## src/pkg/static_mem_map.vh

```
`ifndef STATIC_MEM_MAP_VH
`define STATIC_MEM_MAP_VH

// Register byte offsets
`define CFG_PAIR0_OFS   8'h08
`define CFG_PAIR1_OFS   8'h0c
`define CFG_PAIR2_OFS   8'h10

// Field positions inside one 16-bit bank half
`define TYPE_MSB        2
`define TYPE_LSB        0
`define WIDTH_BIT       3
`define FIRST_MSB       7
`define FIRST_LSB       4
`define NEXT_MSB        11
`define NEXT_LSB        8
`define RECOV_MSB       14
`define RECOV_LSB       12
`define RBUFF_BIT       15
`define ODD_HALF_LSB    16

// Reset value of every register (bit 3 of pair 0 comes from the strap)
`define CFG_RESET       32'h7ff0_7ff0

// Memory type codes
`define TYPE_ROM        3'h0
`define TYPE_SRAM       3'h1
`define TYPE_BURST4     3'h2
`define TYPE_BURST8     3'h3
`define TYPE_VARIABLE_LATENCY_IO       3'h4

// Timing adders and multiplier, in memory clocks
`define FIRST_READ_ADD  6'h02
`define STROBE_ADD      6'h01
`define RECOV_MULT      6'h02

// Cycles after reset release before the width strap is taken
`define STRAP_WAIT      2'h3

`endif

```

## src/hdl/mem_timer.v

```verilog
`timescale 1ns/10ps
// Load N: done is high in the N-th cycle after the load, N >= 1
module mem_timer #(
   parameter W = 6
) (
   input  wire         mclk,
   input  wire         rst_n,
   input  wire         load,
   input  wire [W-1:0] load_val,
   output wire         done
);
   reg [W-1:0] cnt_reg;

   always @(posedge mclk or negedge rst_n) begin
      if (!rst_n) begin
         cnt_reg <= {W{1'b0}};
      end else if (load) begin
         cnt_reg <= load_val - {{(W-1){1'b0}}, 1'b1};
      end else if (cnt_reg != {W{1'b0}}) begin
         cnt_reg <= cnt_reg - {{(W-1){1'b0}}, 1'b1};
      end
   end

   assign done = (cnt_reg == {W{1'b0}});
endmodule

```

## src/hdl/static_memory_timing_config.v

```verilog
// Added by the designer: the AXI4-Lite interface to the registers and the address map.
`timescale 1ns/10ps
`include "static_mem_map.vh"

// Operation
// - Three registers, each a chip select pair: odd bank high half, even bank low.
// - Every timing field but recovery (bits 14:12, units of two clocks) counts memory clock cycles.
// - Sync-enabled lower four banks ignore their half on reads except the bus width.
// - Sync flash writes run asynchronously with the programmed timing.
// - Bit 15 picks buffered (0) or streamed (1) read return.
// - Buffer mode leaves memory bus alone; a transaction finishes before next.
// - Sync-enabled banks always stream; bit 15 reads back as written.
// - Bits 14:12 times two clocks of recovery before any next chip select.
// - Burst ROM subsequent reads sample data after next-access plus one clocks.
// - SRAM write enable stays low for first-access plus one clocks.
// - VARIABLE_LATENCY_IO strobes high between beats next-access plus one clocks; field at least 2.
// - Bits 2:0 select memory type; codes above four reserved.
// - Bit 3 selects 32-bit (0) or 16-bit (1) data bus.
// - First non-VARIABLE_LATENCY_IO read samples data after first-access plus two clocks.
module static_memory_timing_config #(
   parameter AW = 8
) (
   input  wire          mclk,
   input  wire          rst_b,
   input  wire [AW-1:0] s_axi_awaddr,
   input  wire          s_axi_awvalid,
   output wire          s_axi_awready,
   input  wire [31:0]   s_axi_wdata,
   input  wire [3:0]    s_axi_wstrb,
   input  wire          s_axi_wvalid,
   output wire          s_axi_wready,
   output reg  [1:0]    s_axi_bresp,
   output reg           s_axi_bvalid,
   input  wire          s_axi_bready,
   input  wire [AW-1:0] s_axi_araddr,
   input  wire          s_axi_arvalid,
   output wire          s_axi_arready,
   output reg  [31:0]   s_axi_rdata,
   output reg  [1:0]    s_axi_rresp,
   output reg           s_axi_rvalid,
   input  wire          s_axi_rready,
   input  wire [3:0]    sync_static_enable,
   input  wire          boot_width_16,
   input  wire          req_valid,
   output wire          req_ready,
   input  wire [2:0]    req_bank,
   input  wire          req_write,
   input  wire [3:0]    req_beats_m1,
   output reg           req_done,
   output reg           beat_done,
   output reg           sync_read_start,
   output reg           read_stream,
   output reg           bus_width_16,
   input  wire          mem_ready,
   output reg  [5:0]    chip_select_n,
   output reg           output_enable_n,
   output reg           write_enable_n,
   output reg           io_write_strobe_n,
   output wire          sdram_cs_allow
);
   localparam ST_IDLE   = 3'h0;
   localparam ST_RD     = 3'h1;
   localparam ST_RD_GAP = 3'h2;
   localparam ST_WR     = 3'h3;
   localparam ST_WR_GAP = 3'h4;
   localparam ST_RECOV  = 3'h5;

   reg  [1:0]  rst_sync;
   wire        rst_n = rst_sync[1];

   reg  [31:0] cfg_reg [0:2];
   reg  [AW-1:0] awaddr_reg;
   reg  [31:0] wdata_reg;
   reg  [3:0]  wstrb_reg;
   reg         aw_hold;
   reg         w_hold;
   reg  [1:0]  in_s1;
   reg  [1:0]  in_s2;
   reg  [1:0]  in_s3;
   reg         rdy_q;
   reg         strap_q;
   reg  [1:0]  strap_cnt;
   reg         strap_done;

   reg  [2:0]  state_reg;
   reg  [2:0]  state_next;
   reg  [15:0] half_reg;
   reg  [3:0]  beats_reg;
   reg  [3:0]  beats_next;
   reg         tload;
   reg  [5:0]  tval;
   wire        tdone;

   function [2:0] decode;
      input [AW-1:0] a;
      begin
         case (a[7:0])
            `CFG_PAIR0_OFS: decode = 3'h4;
            `CFG_PAIR1_OFS: decode = 3'h5;
            `CFG_PAIR2_OFS: decode = 3'h6;
            default:        decode = 3'h0;
         endcase
      end
   endfunction

   // Large first-access codes stretch non-linearly
   function [5:0] first_cycles;
      input [3:0] f;
      begin
         case (f)
            4'hc:    first_cycles = 6'h0d;
            4'hd:    first_cycles = 6'h0f;
            4'he:    first_cycles = 6'h12;
            4'hf:    first_cycles = 6'h17;
            default: first_cycles = {2'h0, f};
         endcase
      end
   endfunction

   always @(posedge mclk or negedge rst_b) begin
      if (!rst_b) begin
         rst_sync <= 2'h0;
      end else begin
         rst_sync <= {rst_sync[0], 1'b1};
      end
   end

   // Pins pass three flops; a change counts once stages two and three agree
   always @(posedge mclk or negedge rst_n) begin
      if (!rst_n) begin
         in_s1 <= 2'h0;
         in_s2 <= 2'h0;
         in_s3 <= 2'h0;
         rdy_q <= 1'b0;
         strap_q <= 1'b0;
      end else begin
         in_s1 <= {boot_width_16, mem_ready};
         in_s2 <= in_s1;
         in_s3 <= in_s2;
         if (in_s2[0] == in_s3[0]) begin
            rdy_q <= in_s3[0];
         end
         if (in_s2[1] == in_s3[1]) begin
            strap_q <= in_s3[1];
         end
      end
   end

   // Register bus
   wire [2:0] wdec = decode(awaddr_reg);
   wire [2:0] rdec = decode(s_axi_araddr);
   wire       do_write = aw_hold && w_hold && !s_axi_bvalid;
   wire [1:0] widx = wdec[1:0];

   assign s_axi_awready = !aw_hold && !s_axi_bvalid;
   assign s_axi_wready  = !w_hold && !s_axi_bvalid;
   assign s_axi_arready = !s_axi_rvalid;

   integer i;
   always @(posedge mclk or negedge rst_n) begin
      if (!rst_n) begin
         cfg_reg[0]   <= `CFG_RESET;
         cfg_reg[1]   <= `CFG_RESET;
         cfg_reg[2]   <= `CFG_RESET;
         awaddr_reg   <= {AW{1'b0}};
         wdata_reg    <= 32'h0000_0000;
         wstrb_reg    <= 4'h0;
         aw_hold      <= 1'b0;
         w_hold       <= 1'b0;
         s_axi_bvalid <= 1'b0;
         s_axi_bresp  <= 2'h0;
         s_axi_rvalid <= 1'b0;
         s_axi_rresp  <= 2'h0;
         s_axi_rdata  <= 32'h0000_0000;
         strap_cnt    <= 2'h0;
         strap_done   <= 1'b0;
      end else begin
         if (s_axi_awvalid && s_axi_awready) begin
            awaddr_reg <= s_axi_awaddr;
            aw_hold    <= 1'b1;
         end
         if (s_axi_wvalid && s_axi_wready) begin
            wdata_reg <= s_axi_wdata;
            wstrb_reg <= s_axi_wstrb;
            w_hold    <= 1'b1;
         end
         if (do_write) begin
            aw_hold      <= 1'b0;
            w_hold       <= 1'b0;
            s_axi_bvalid <= 1'b1;
            s_axi_bresp  <= wdec[2] ? 2'h0 : 2'h2;
            if (wdec[2]) begin
               for (i = 0; i < 4; i = i + 1) begin
                  if (wstrb_reg[i]) begin
                     cfg_reg[widx][8*i +: 8] <= wdata_reg[8*i +: 8];
                  end
               end
            end
         end else if (s_axi_bvalid && s_axi_bready) begin
            s_axi_bvalid <= 1'b0;
         end
         // Width strap is taken once the pin chain has settled after release
         if (!strap_done) begin
            strap_cnt <= strap_cnt + 2'h1;
            if (strap_cnt == `STRAP_WAIT) begin
               strap_done <= 1'b1;
               // Strap flop settles at this same edge, so take its next value
               cfg_reg[0][`WIDTH_BIT] <= (in_s2[1] == in_s3[1]) ? in_s3[1] : strap_q;
            end
         end
         // Read returns the value as written, bit 15 included
         if (s_axi_arvalid && s_axi_arready) begin
            s_axi_rvalid <= 1'b1;
            s_axi_rresp  <= rdec[2] ? 2'h0 : 2'h2;
            s_axi_rdata  <= rdec[2] ? cfg_reg[rdec[1:0]] : 32'h0000_0000;
         end else if (s_axi_rvalid && s_axi_rready) begin
            s_axi_rvalid <= 1'b0;
         end
      end
   end

   // Access sequencer
   wire        bank_bad  = (req_bank[2:1] == 2'h3);
   wire [31:0] pair_word = bank_bad ? 32'h0000_0000 : cfg_reg[req_bank[2:1]];
   wire [15:0] req_half  = req_bank[0] ? pair_word[31:`ODD_HALF_LSB] : pair_word[15:0];
   wire        req_sync  = !req_bank[2] && sync_static_enable[req_bank[1:0]];
   wire        take      = req_valid && (state_reg == ST_IDLE);

   wire [2:0]  cur_type  = half_reg[`TYPE_MSB:`TYPE_LSB];
   wire [5:0]  cur_first = first_cycles(half_reg[`FIRST_MSB:`FIRST_LSB]);
   wire [5:0]  cur_next  = {2'h0, half_reg[`NEXT_MSB:`NEXT_LSB]};
   wire [5:0]  cur_recov = `RECOV_MULT * {3'h0, half_reg[`RECOV_MSB:`RECOV_LSB]};
   wire        cur_variable_latency_io  = (cur_type == `TYPE_VARIABLE_LATENCY_IO);
   // Reserved type codes run with non-burst ROM timing
   wire        cur_burst = (cur_type == `TYPE_BURST4) || (cur_type == `TYPE_BURST8);
   wire [5:0]  new_first = first_cycles(req_half[`FIRST_MSB:`FIRST_LSB]);
   wire        new_variable_latency_io  = (req_half[`TYPE_MSB:`TYPE_LSB] == `TYPE_VARIABLE_LATENCY_IO);
   wire        beat_end  = tdone && (!cur_variable_latency_io || rdy_q);
   wire        last_beat = (beats_reg == 4'h0);

   // A new transaction is only taken from idle, so no overlap on the bus
   assign req_ready      = (state_reg == ST_IDLE);
   assign sdram_cs_allow = (state_reg != ST_RECOV);

   always @* begin
      state_next = state_reg;
      beats_next = beats_reg;
      tload      = 1'b0;
      tval       = 6'h01;
      case (state_reg)
         ST_IDLE: begin
            if (take && !bank_bad && !(req_sync && !req_write)) begin
               beats_next = req_beats_m1;
               tload      = 1'b1;
               if (req_write) begin
                  state_next = ST_WR;
                  tval       = new_first + `STROBE_ADD;
               end else begin
                  state_next = ST_RD;
                  tval       = new_first + (new_variable_latency_io ? `STROBE_ADD : `FIRST_READ_ADD);
               end
            end
         end
         ST_RD, ST_WR: begin
            if (beat_end) begin
               if (last_beat) begin
                  state_next = (cur_recov == 6'h00) ? ST_IDLE : ST_RECOV;
                  tload      = 1'b1;
                  tval       = cur_recov;
               end else begin
                  beats_next = beats_reg - 4'h1;
                  tload      = 1'b1;
                  if (cur_variable_latency_io) begin
                     state_next = (state_reg == ST_RD) ? ST_RD_GAP : ST_WR_GAP;
                     tval       = cur_next + `STROBE_ADD;
                  end else if (state_reg == ST_WR) begin
                     state_next = ST_WR_GAP;
                     tval       = 6'h01;
                  end else if (cur_burst) begin
                     tval       = cur_next + `STROBE_ADD;
                  end else begin
                     tval       = cur_first + `STROBE_ADD;
                  end
               end
            end
         end
         ST_RD_GAP, ST_WR_GAP: begin
            if (tdone) begin
               state_next = (state_reg == ST_RD_GAP) ? ST_RD : ST_WR;
               tload      = 1'b1;
               tval       = cur_first + `STROBE_ADD;
            end
         end
         ST_RECOV: begin
            if (tdone) begin
               state_next = ST_IDLE;
            end
         end
         default: begin
            state_next = ST_IDLE;
         end
      endcase
   end

   mem_timer #(.W(6)) u_timer (
      .mclk     (mclk),
      .rst_n    (rst_n),
      .load     (tload),
      .load_val (tval),
      .done     (tdone)
   );

   always @(posedge mclk or negedge rst_n) begin
      if (!rst_n) begin
         state_reg         <= ST_IDLE;
         beats_reg         <= 4'h0;
         half_reg          <= 16'h0000;
         req_done          <= 1'b0;
         beat_done         <= 1'b0;
         sync_read_start   <= 1'b0;
         read_stream       <= 1'b0;
         bus_width_16      <= 1'b0;
         chip_select_n     <= 6'h3f;
         output_enable_n   <= 1'b1;
         write_enable_n    <= 1'b1;
         io_write_strobe_n <= 1'b1;
      end else begin
         state_reg       <= state_next;
         beats_reg       <= beats_next;
         req_done        <= 1'b0;
         beat_done       <= 1'b0;
         sync_read_start <= 1'b0;
         if (take) begin
            // Snapshot keeps a running transaction on its own timing
            half_reg     <= req_half;
            bus_width_16 <= req_half[`WIDTH_BIT];
            read_stream  <= req_half[`RBUFF_BIT] | req_sync;
            if (bank_bad || (req_sync && !req_write)) begin
               // Sync reads belong to the sync engine; only the width bit of this half is used
               req_done        <= 1'b1;
               sync_read_start <= !bank_bad;
            end else begin
               chip_select_n[req_bank] <= 1'b0;
               if (!req_write) begin
                  output_enable_n <= 1'b0;
               end else if (req_half[`TYPE_MSB:`TYPE_LSB] == `TYPE_VARIABLE_LATENCY_IO) begin
                  io_write_strobe_n <= 1'b0;
               end else begin
                  write_enable_n <= 1'b0;
               end
            end
         end
         case (state_reg)
            ST_RD, ST_WR: begin
               if (beat_end) begin
                  beat_done         <= 1'b1;
                  write_enable_n    <= 1'b1;
                  io_write_strobe_n <= 1'b1;
                  if (last_beat || cur_variable_latency_io) begin
                     output_enable_n <= 1'b1;
                  end
                  if (last_beat) begin
                     chip_select_n <= 6'h3f;
                     req_done      <= 1'b1;
                  end
               end
            end
            ST_RD_GAP: begin
               if (tdone) begin
                  output_enable_n <= 1'b0;
               end
            end
            ST_WR_GAP: begin
               if (tdone) begin
                  write_enable_n    <= cur_variable_latency_io;
                  io_write_strobe_n <= !cur_variable_latency_io;
               end
            end
            default: begin
            end
         endcase
      end
   end

endmodule

```

## config.mk

```make
export PLATFORM = sky130hd
export DESIGN_NAME = static_memory_timing_config
export DESIGN_NICKNAME = d
export VERILOG_FILES = /design/src/hdl/mem_timer.v /design/src/hdl/static_memory_timing_config.v
export VERILOG_INCLUDE_DIRS = /design/src /design/src/pkg
export SDC_FILE = /design/constraint.sdc
export NUM_CORES = 1
export LEC_CHECK = 0
export BUFFER_PORTS_ARGS = -buffer_cell sky130_fd_sc_hd__clkbuf_2
export CAP_MARGIN = 20
export CORE_AREA = 5 5 214 216
export DETAILED_ROUTE_END_ITERATION = 8
export DIE_AREA = 0 0 219 221
export GPL_TIMING_DRIVEN = 0
export PLACE_DENSITY = 0.53
export SYNTH_ARGS = -nofsm -noshare
export SYNTH_HDL_FRONTEND = slang
export SYNTH_SLANG_ARGS = --single-unit
```

## constraint.sdc

```tcl
create_clock -name mclk -period 8.68 [get_ports mclk]
set_input_delay 0.868 -clock mclk [delete_from_list [all_inputs] [get_ports mclk]]
set_output_delay 0.868 -clock mclk [all_outputs]
set_load 0.1 [all_outputs]
```

After elaboration in Yosys (flattened, before gate mapping)
Cells that the tools add are included.
Operators by class
  mux-type cells: 122
  bitwise logic cells: 6
  $lt $le $gt $ge: 7
  reductions and logical operators: 46
  add/sub/neg operators: 8
  equal/unequal tests: 34
Operators by type and width (number)
  $mux W96: 10
  $bwmux W96: 4
  $demux W32 S2: 4
  $mux W32: 7
  $mux W68: 2
  $bmux W32 S2: 2
  $mux W6: 15
  $mux W1: 44
  $pmux W5 S4: 2
  $eq A4 B4 Y1 const B: 8
  $eq A8 B4 Y1 const B: 4
  $mux W16: 2
  $mux W3: 9
  $mux W24: 1
  $pmux W3 S3: 2
  $pmux W6 S3: 1
  $logic_and A1 B1 Y1: 17
  $eq A8 B5 Y1 const B: 2
  $add A6 B1 Y6 const B: 2
  $eq A3 B2 Y1 const B: 4
  $eq A3 B3 Y1 const B: 4
  $logic_not A6 Y1: 2
  $mux W4: 3
  $pmux W3 S4: 1
  other kinds (38): 71
Word-level totals
  flip-flop bits (word level): 235

Longest topological paths before layout
  depth in word-level cells: 25
  gate-level depth with buffers: 19
  gate-level depth less buffers: 16

Hierarchy
From an unflattened synthesis, not the netlist that was laid out.
Second synthesis, totals
  cell total of the unflattened synthesis: 935
  area, all modules: 11220.8 um2
By module, submodules not included
  static_memory_timing_config: times used 1, area each 10849.2 um2, cells each 896, seq. area each 5749.3 um2
  mem_timer: times used 1, area each 371.6 um2, cells each 39, seq. area each 150.1 um2

Least setup slack after synthesis
Ideal clock, no wire load.
  path kind: input to register
  start: in req_bank[2]
  end: reg u_timer.cnt_reg[4]
  path buffers: 4
  slack: 4.535 ns
  data arrival time: 4.068 ns
  stages on the path: 19
  path through: buf_6 -> buf_6 -> clkbuf_1 -> clkbuf_1 -> nand3_1 -> o21ai_0 -> a22oi_1 -> nand3_1 -> nand2b_1 -> ha_1 -> fa_1 -> mux2i_1 -> nand2_1 -> a21oi_1 -> ha_1 -> inv_1 -> or2_1 -> or3_1 -> a21oi_1
Between the ends
  word-level cells in the longest chain between the ends: 14
Ends and longest elaborated chain
  start: declaration: line static_memory_timing_config.v:46  | input wire [2:0] req_bank,
  $not A2 Y3 (not written as such): line static_memory_timing_config.v:224  | wire [31:0] pair_word = bank_bad ? 32'h0000_0000 : cfg_reg[req_bank[2:1]];
  $bmux W32 S2: line static_memory_timing_config.v:224
  $mux W32 (not written as such) (2 in a row): line static_memory_timing_config.v:224
  $mux W32: line static_memory_timing_config.v:224
  $mux W16: line static_memory_timing_config.v:225  | wire [15:0] req_half = req_bank[0] ? pair_word[31:`ODD_HALF_LSB] : pair_word[15:0];
  $eq A4 B4 Y1 / $eq A3 B3 Y1 (equally long branches)
  $pmux W5 S4 / $mux W2 (equally long branches)
  $add A6 B2 Y6 / $add A6 B1 Y6 (equally long branches)
  $mux W6: line static_memory_timing_config.v:255  | if (req_write) begin
  $mux W6: line static_memory_timing_config.v:252  | if (take && !bank_bad && !(req_sync && !req_write)) begin
  $pmux W6 S3: line static_memory_timing_config.v:250  | case (state_reg)
  $sub A6 B1 Y6: line mem_timer.v:18  | cnt_reg <= load_val - {{(W-1){1'b0}}, 1'b1};
  $mux W6: line mem_timer.v:17  | end else if (load) begin
  end signal: assignment: line mem_timer.v:16  | cnt_reg <= {W{1'b0}};
  end signal: assignment: line mem_timer.v:18
  end signal: assignment: line mem_timer.v:20  | cnt_reg <= cnt_reg - {{(W-1){1'b0}}, 1'b1};
  end: declaration: line mem_timer.v:12  | reg [W-1:0] cnt_reg;
Several ways; a longest one is shown, not always the timed one. The select of a mux whose other input is x is not followed.
A chain may end at the register's enable or synchronous reset.

Worst setup path after layout
  start: in req_bank[2]
  end: reg u_timer.cnt_reg[5]
The elaborated chain is that of the path after synthesis.

==> metrics.txt <==
Post-DRT Antenna Nets 0; complex-gate fraction of the synthesized area 12.0%; Max-Cap Viols 0; CTS Root Buffer Type clkbuf_16; Final min period 4.90 ns; FMAX 204 MHz; initial antenna violation count 0; placed cell count 1705; Seq/Total Area, Yosys 52.9%; detailed placer's ending HPWL 24.7 mm; I/O Buffers 126; Worst EP arrival 5.37 ns; Hold Crit Class input port to asynchronous set/reset pin; # resized after CTS 0; Final setup viols 0; Hold-fix buffers, CTS 0; outcome complete, no violations; Post CTS Setup Buffer Count 0; DIE WIDTH 219 um; max incr delay on CP 0.63 ns; fillers 4579; FP Rows 77; Slew @ Worst Pin 0.955 ns; Syn Area/Cell 11.3 um^2; crit path max fanout 10; Layout Cells excl Fill 1756; Pwr Total 4.00 mW; final worst slack 3.78 ns; max_slew headroom 36.1%; P per Cell Area 294 nW/um^2; nets@finish 1224; latest clock arrival within the worst-skew pair 0.56 ns; Crit. End Element flip-flop; initial core utilization 25.5%; Core ar. 43700 um^2; CTS buffer count 27; CP startpoint kind input port; xor/xnor cell area share of the yosys netlist 0.393%; most used flip-flop cell after synthesis dfrtp_1; routed len/inst 18.8 um; period utilization 56.5%; drt pass-1 iters 5; I/O pin count 131; async set-reset flop share out of synthesis 100%; unrepaired setup endpoints after global routing no; grt ovf 0; commonest non-fill, non-tap cell in the layout dfrtp_1; Post-synth EDFFs 0; initial DRC count 511; CTS max path bufs 3; utilization after layout 31.1%; Worst R2R Setup Slack 4.90 ns; Area Growth Syn to Fin 22.2%; Netlist Area Pre-Place 11100 um^2; cells along the critical path buf_6 > buf_6 > clkbuf_1 > clkbuf_1 > nand3_1 > o21ai_0 > a22oi_1 > nand3_1 > nand2b_1 > ha_1 > fa_1 > nand4_1 > a311oi_1 > a31oi_4 > o2111ai_2 > a2111oi_2 > nor3b_2 > mux2i_1; first-pass GRT wire length 51.4 mm; layout cells sized above 1 37.2%; Place WS 3.26 ns; Clock Sinks 232; Final Cell Area 13600 um^2; number of global-route vias before repair 8379; post-synthesis mux area share 20.7%; Static Leak 5.93 nW; yosys warns 0; Unique masters post-synth 77; total track usage 13.6%; Slew Viols, Final 0; Setup TNS Final 0 ns; CP Class input port to flip-flop; commonest cells after routing, fill and taps aside dfrtp_1 (156), mux2_2 (150), clkbuf_2 (126); Via density 4.69; largest net degree at the start of global routing 66; Hold Violations, Final 0; simple-gate share of the synthesized area 10.3%; clk_skew 0.0126 ns; cell count after synthesis 983; Largest register FFs 96; H-tree Lvls 1; Placed Area 12600 um^2; Critical-path top delay cell clkbuf_1; final hold slack 0.0816 ns; Peak VDD IR 0.219 mV; Vias 8233; GPL Wtd Cong 0.841; Die Y 221 um; Synth Register Bits 232; Adder-Cell Fraction of Synth Area 1.15%; Clk pin slew, worst setup/hold paths 0.06 ns; drc violations 0; CTS tree built; Die ar. 48400 um^2; drt total wl 33.1 mm; combinational family with the most area after synthesis multiplexers; CP required 9.15 ns
[final cells by class]
class / instances / area, um^2 / area share, %
well taps: 592 / 741 / 5.44
multi-input cells: 687 / 4970 / 36.5
repair buffers: 129 / 713 / 5.24
clock buffers: 38 / 807 / 5.93
diodes: 1 / 2.50 / 0.0184
flip-flops and latches: 232 / 5900 / 43.3
clock inverters: 12 / 203 / 1.49
plain buffers: 49 / 216 / 1.59
inverters: 16 / 60.1 / 0.441
[worst max-delay path, delay by kind of cell]
| family | cells | cell delay (ns) |
|---|---|---|
| muxes | 1 | 0.20 |
| adders and majority gates | 2 | 0.68 |
| buffers and inverters | 4 | 1.56 |
| AOI/OAI and AO/OA | 6 | 1.03 |
| and+or+nand+nor | 5 | 1.01 |
[final timing paths]
path                                  start                  to  depth (start not counted)
worst max-delay path            req_bank[2]  u_timer.cnt_reg[5]                         18
worst min-delay path                  rst_b         rst_sync[1]                          1
worst max register to register  cfg_reg[23]  u_timer.cnt_reg[5]                         15
worst min register to register  rst_sync[0]         rst_sync[1]                          0
max in group asynchronous       rst_sync[1]    chip_select_n[2]                          2
min in group mclk               rst_sync[0]         rst_sync[1]                          0
[cell families after synthesis]
kind of cell | after synthesis
AND/OR/NAND/NOR | 251
flip-flops | 232
AO/OA/AOI/OAI | 209
multiplexers | 209
buffers and inverters | 65
adder cells (fa/ha/maj) | 10
XOR/XNOR | 5
other | 2
[report_power, final]
part / leakage, nW / switching [mW] / internal, mW
clock: 0.502 / 0.472 / 0.797
combinational: 2.64 / 0.740 / 0.388
sequential: 2.79 / 0.238 / 1.36
[synth_stat cells (all sizes together), types with 3 or more instances]
cell | n | area, um^2
a211o | 3 | 26.3
a21o | 5 | 37.5
a21oi | 59 | 295
a221o | 7 | 70.1
a221oi | 6 | 52.6
a22oi | 5 | 37.5
a31o | 3 | 26.3
a31oi | 4 | 40.0
a32o | 3 | 30.0
and2 | 4 | 25.0
and3 | 6 | 42.5
buf | 15 | 88.8
clkbuf | 34 | 128
dfrtp | 157 | 3930
dfstp | 75 | 1970
ha | 7 | 87.6
inv | 15 | 56.3
mux2 | 152 | 1720
mux2i | 55 | 551
nand2 | 99 | 372
nand2b | 9 | 56.3
nand3 | 17 | 85.1
nor2 | 75 | 282
nor2b | 5 | 31.3
nor3 | 12 | 65.1
nor4 | 3 | 18.8
o211ai | 3 | 22.5
o21ai | 78 | 402
o22ai | 4 | 31.3
o31ai | 7 | 52.6
o32a | 3 | 30.0
or2 | 3 | 18.8
or3 | 3 | 18.8
xnor2 | 3 | 26.3
[routing by layer]
metal	wire length [um]	track usage [%]	part of all wire (%)	vias up
met3	1720	2.75	5.2	51
met4	642	2.67	1.9	0
met1	15200	19.1	46	4131
met5	0	0	0	-
met2	15500	21.8	47	186
li1	-	-	-	3865
Power figures use the tool's default switching activity.
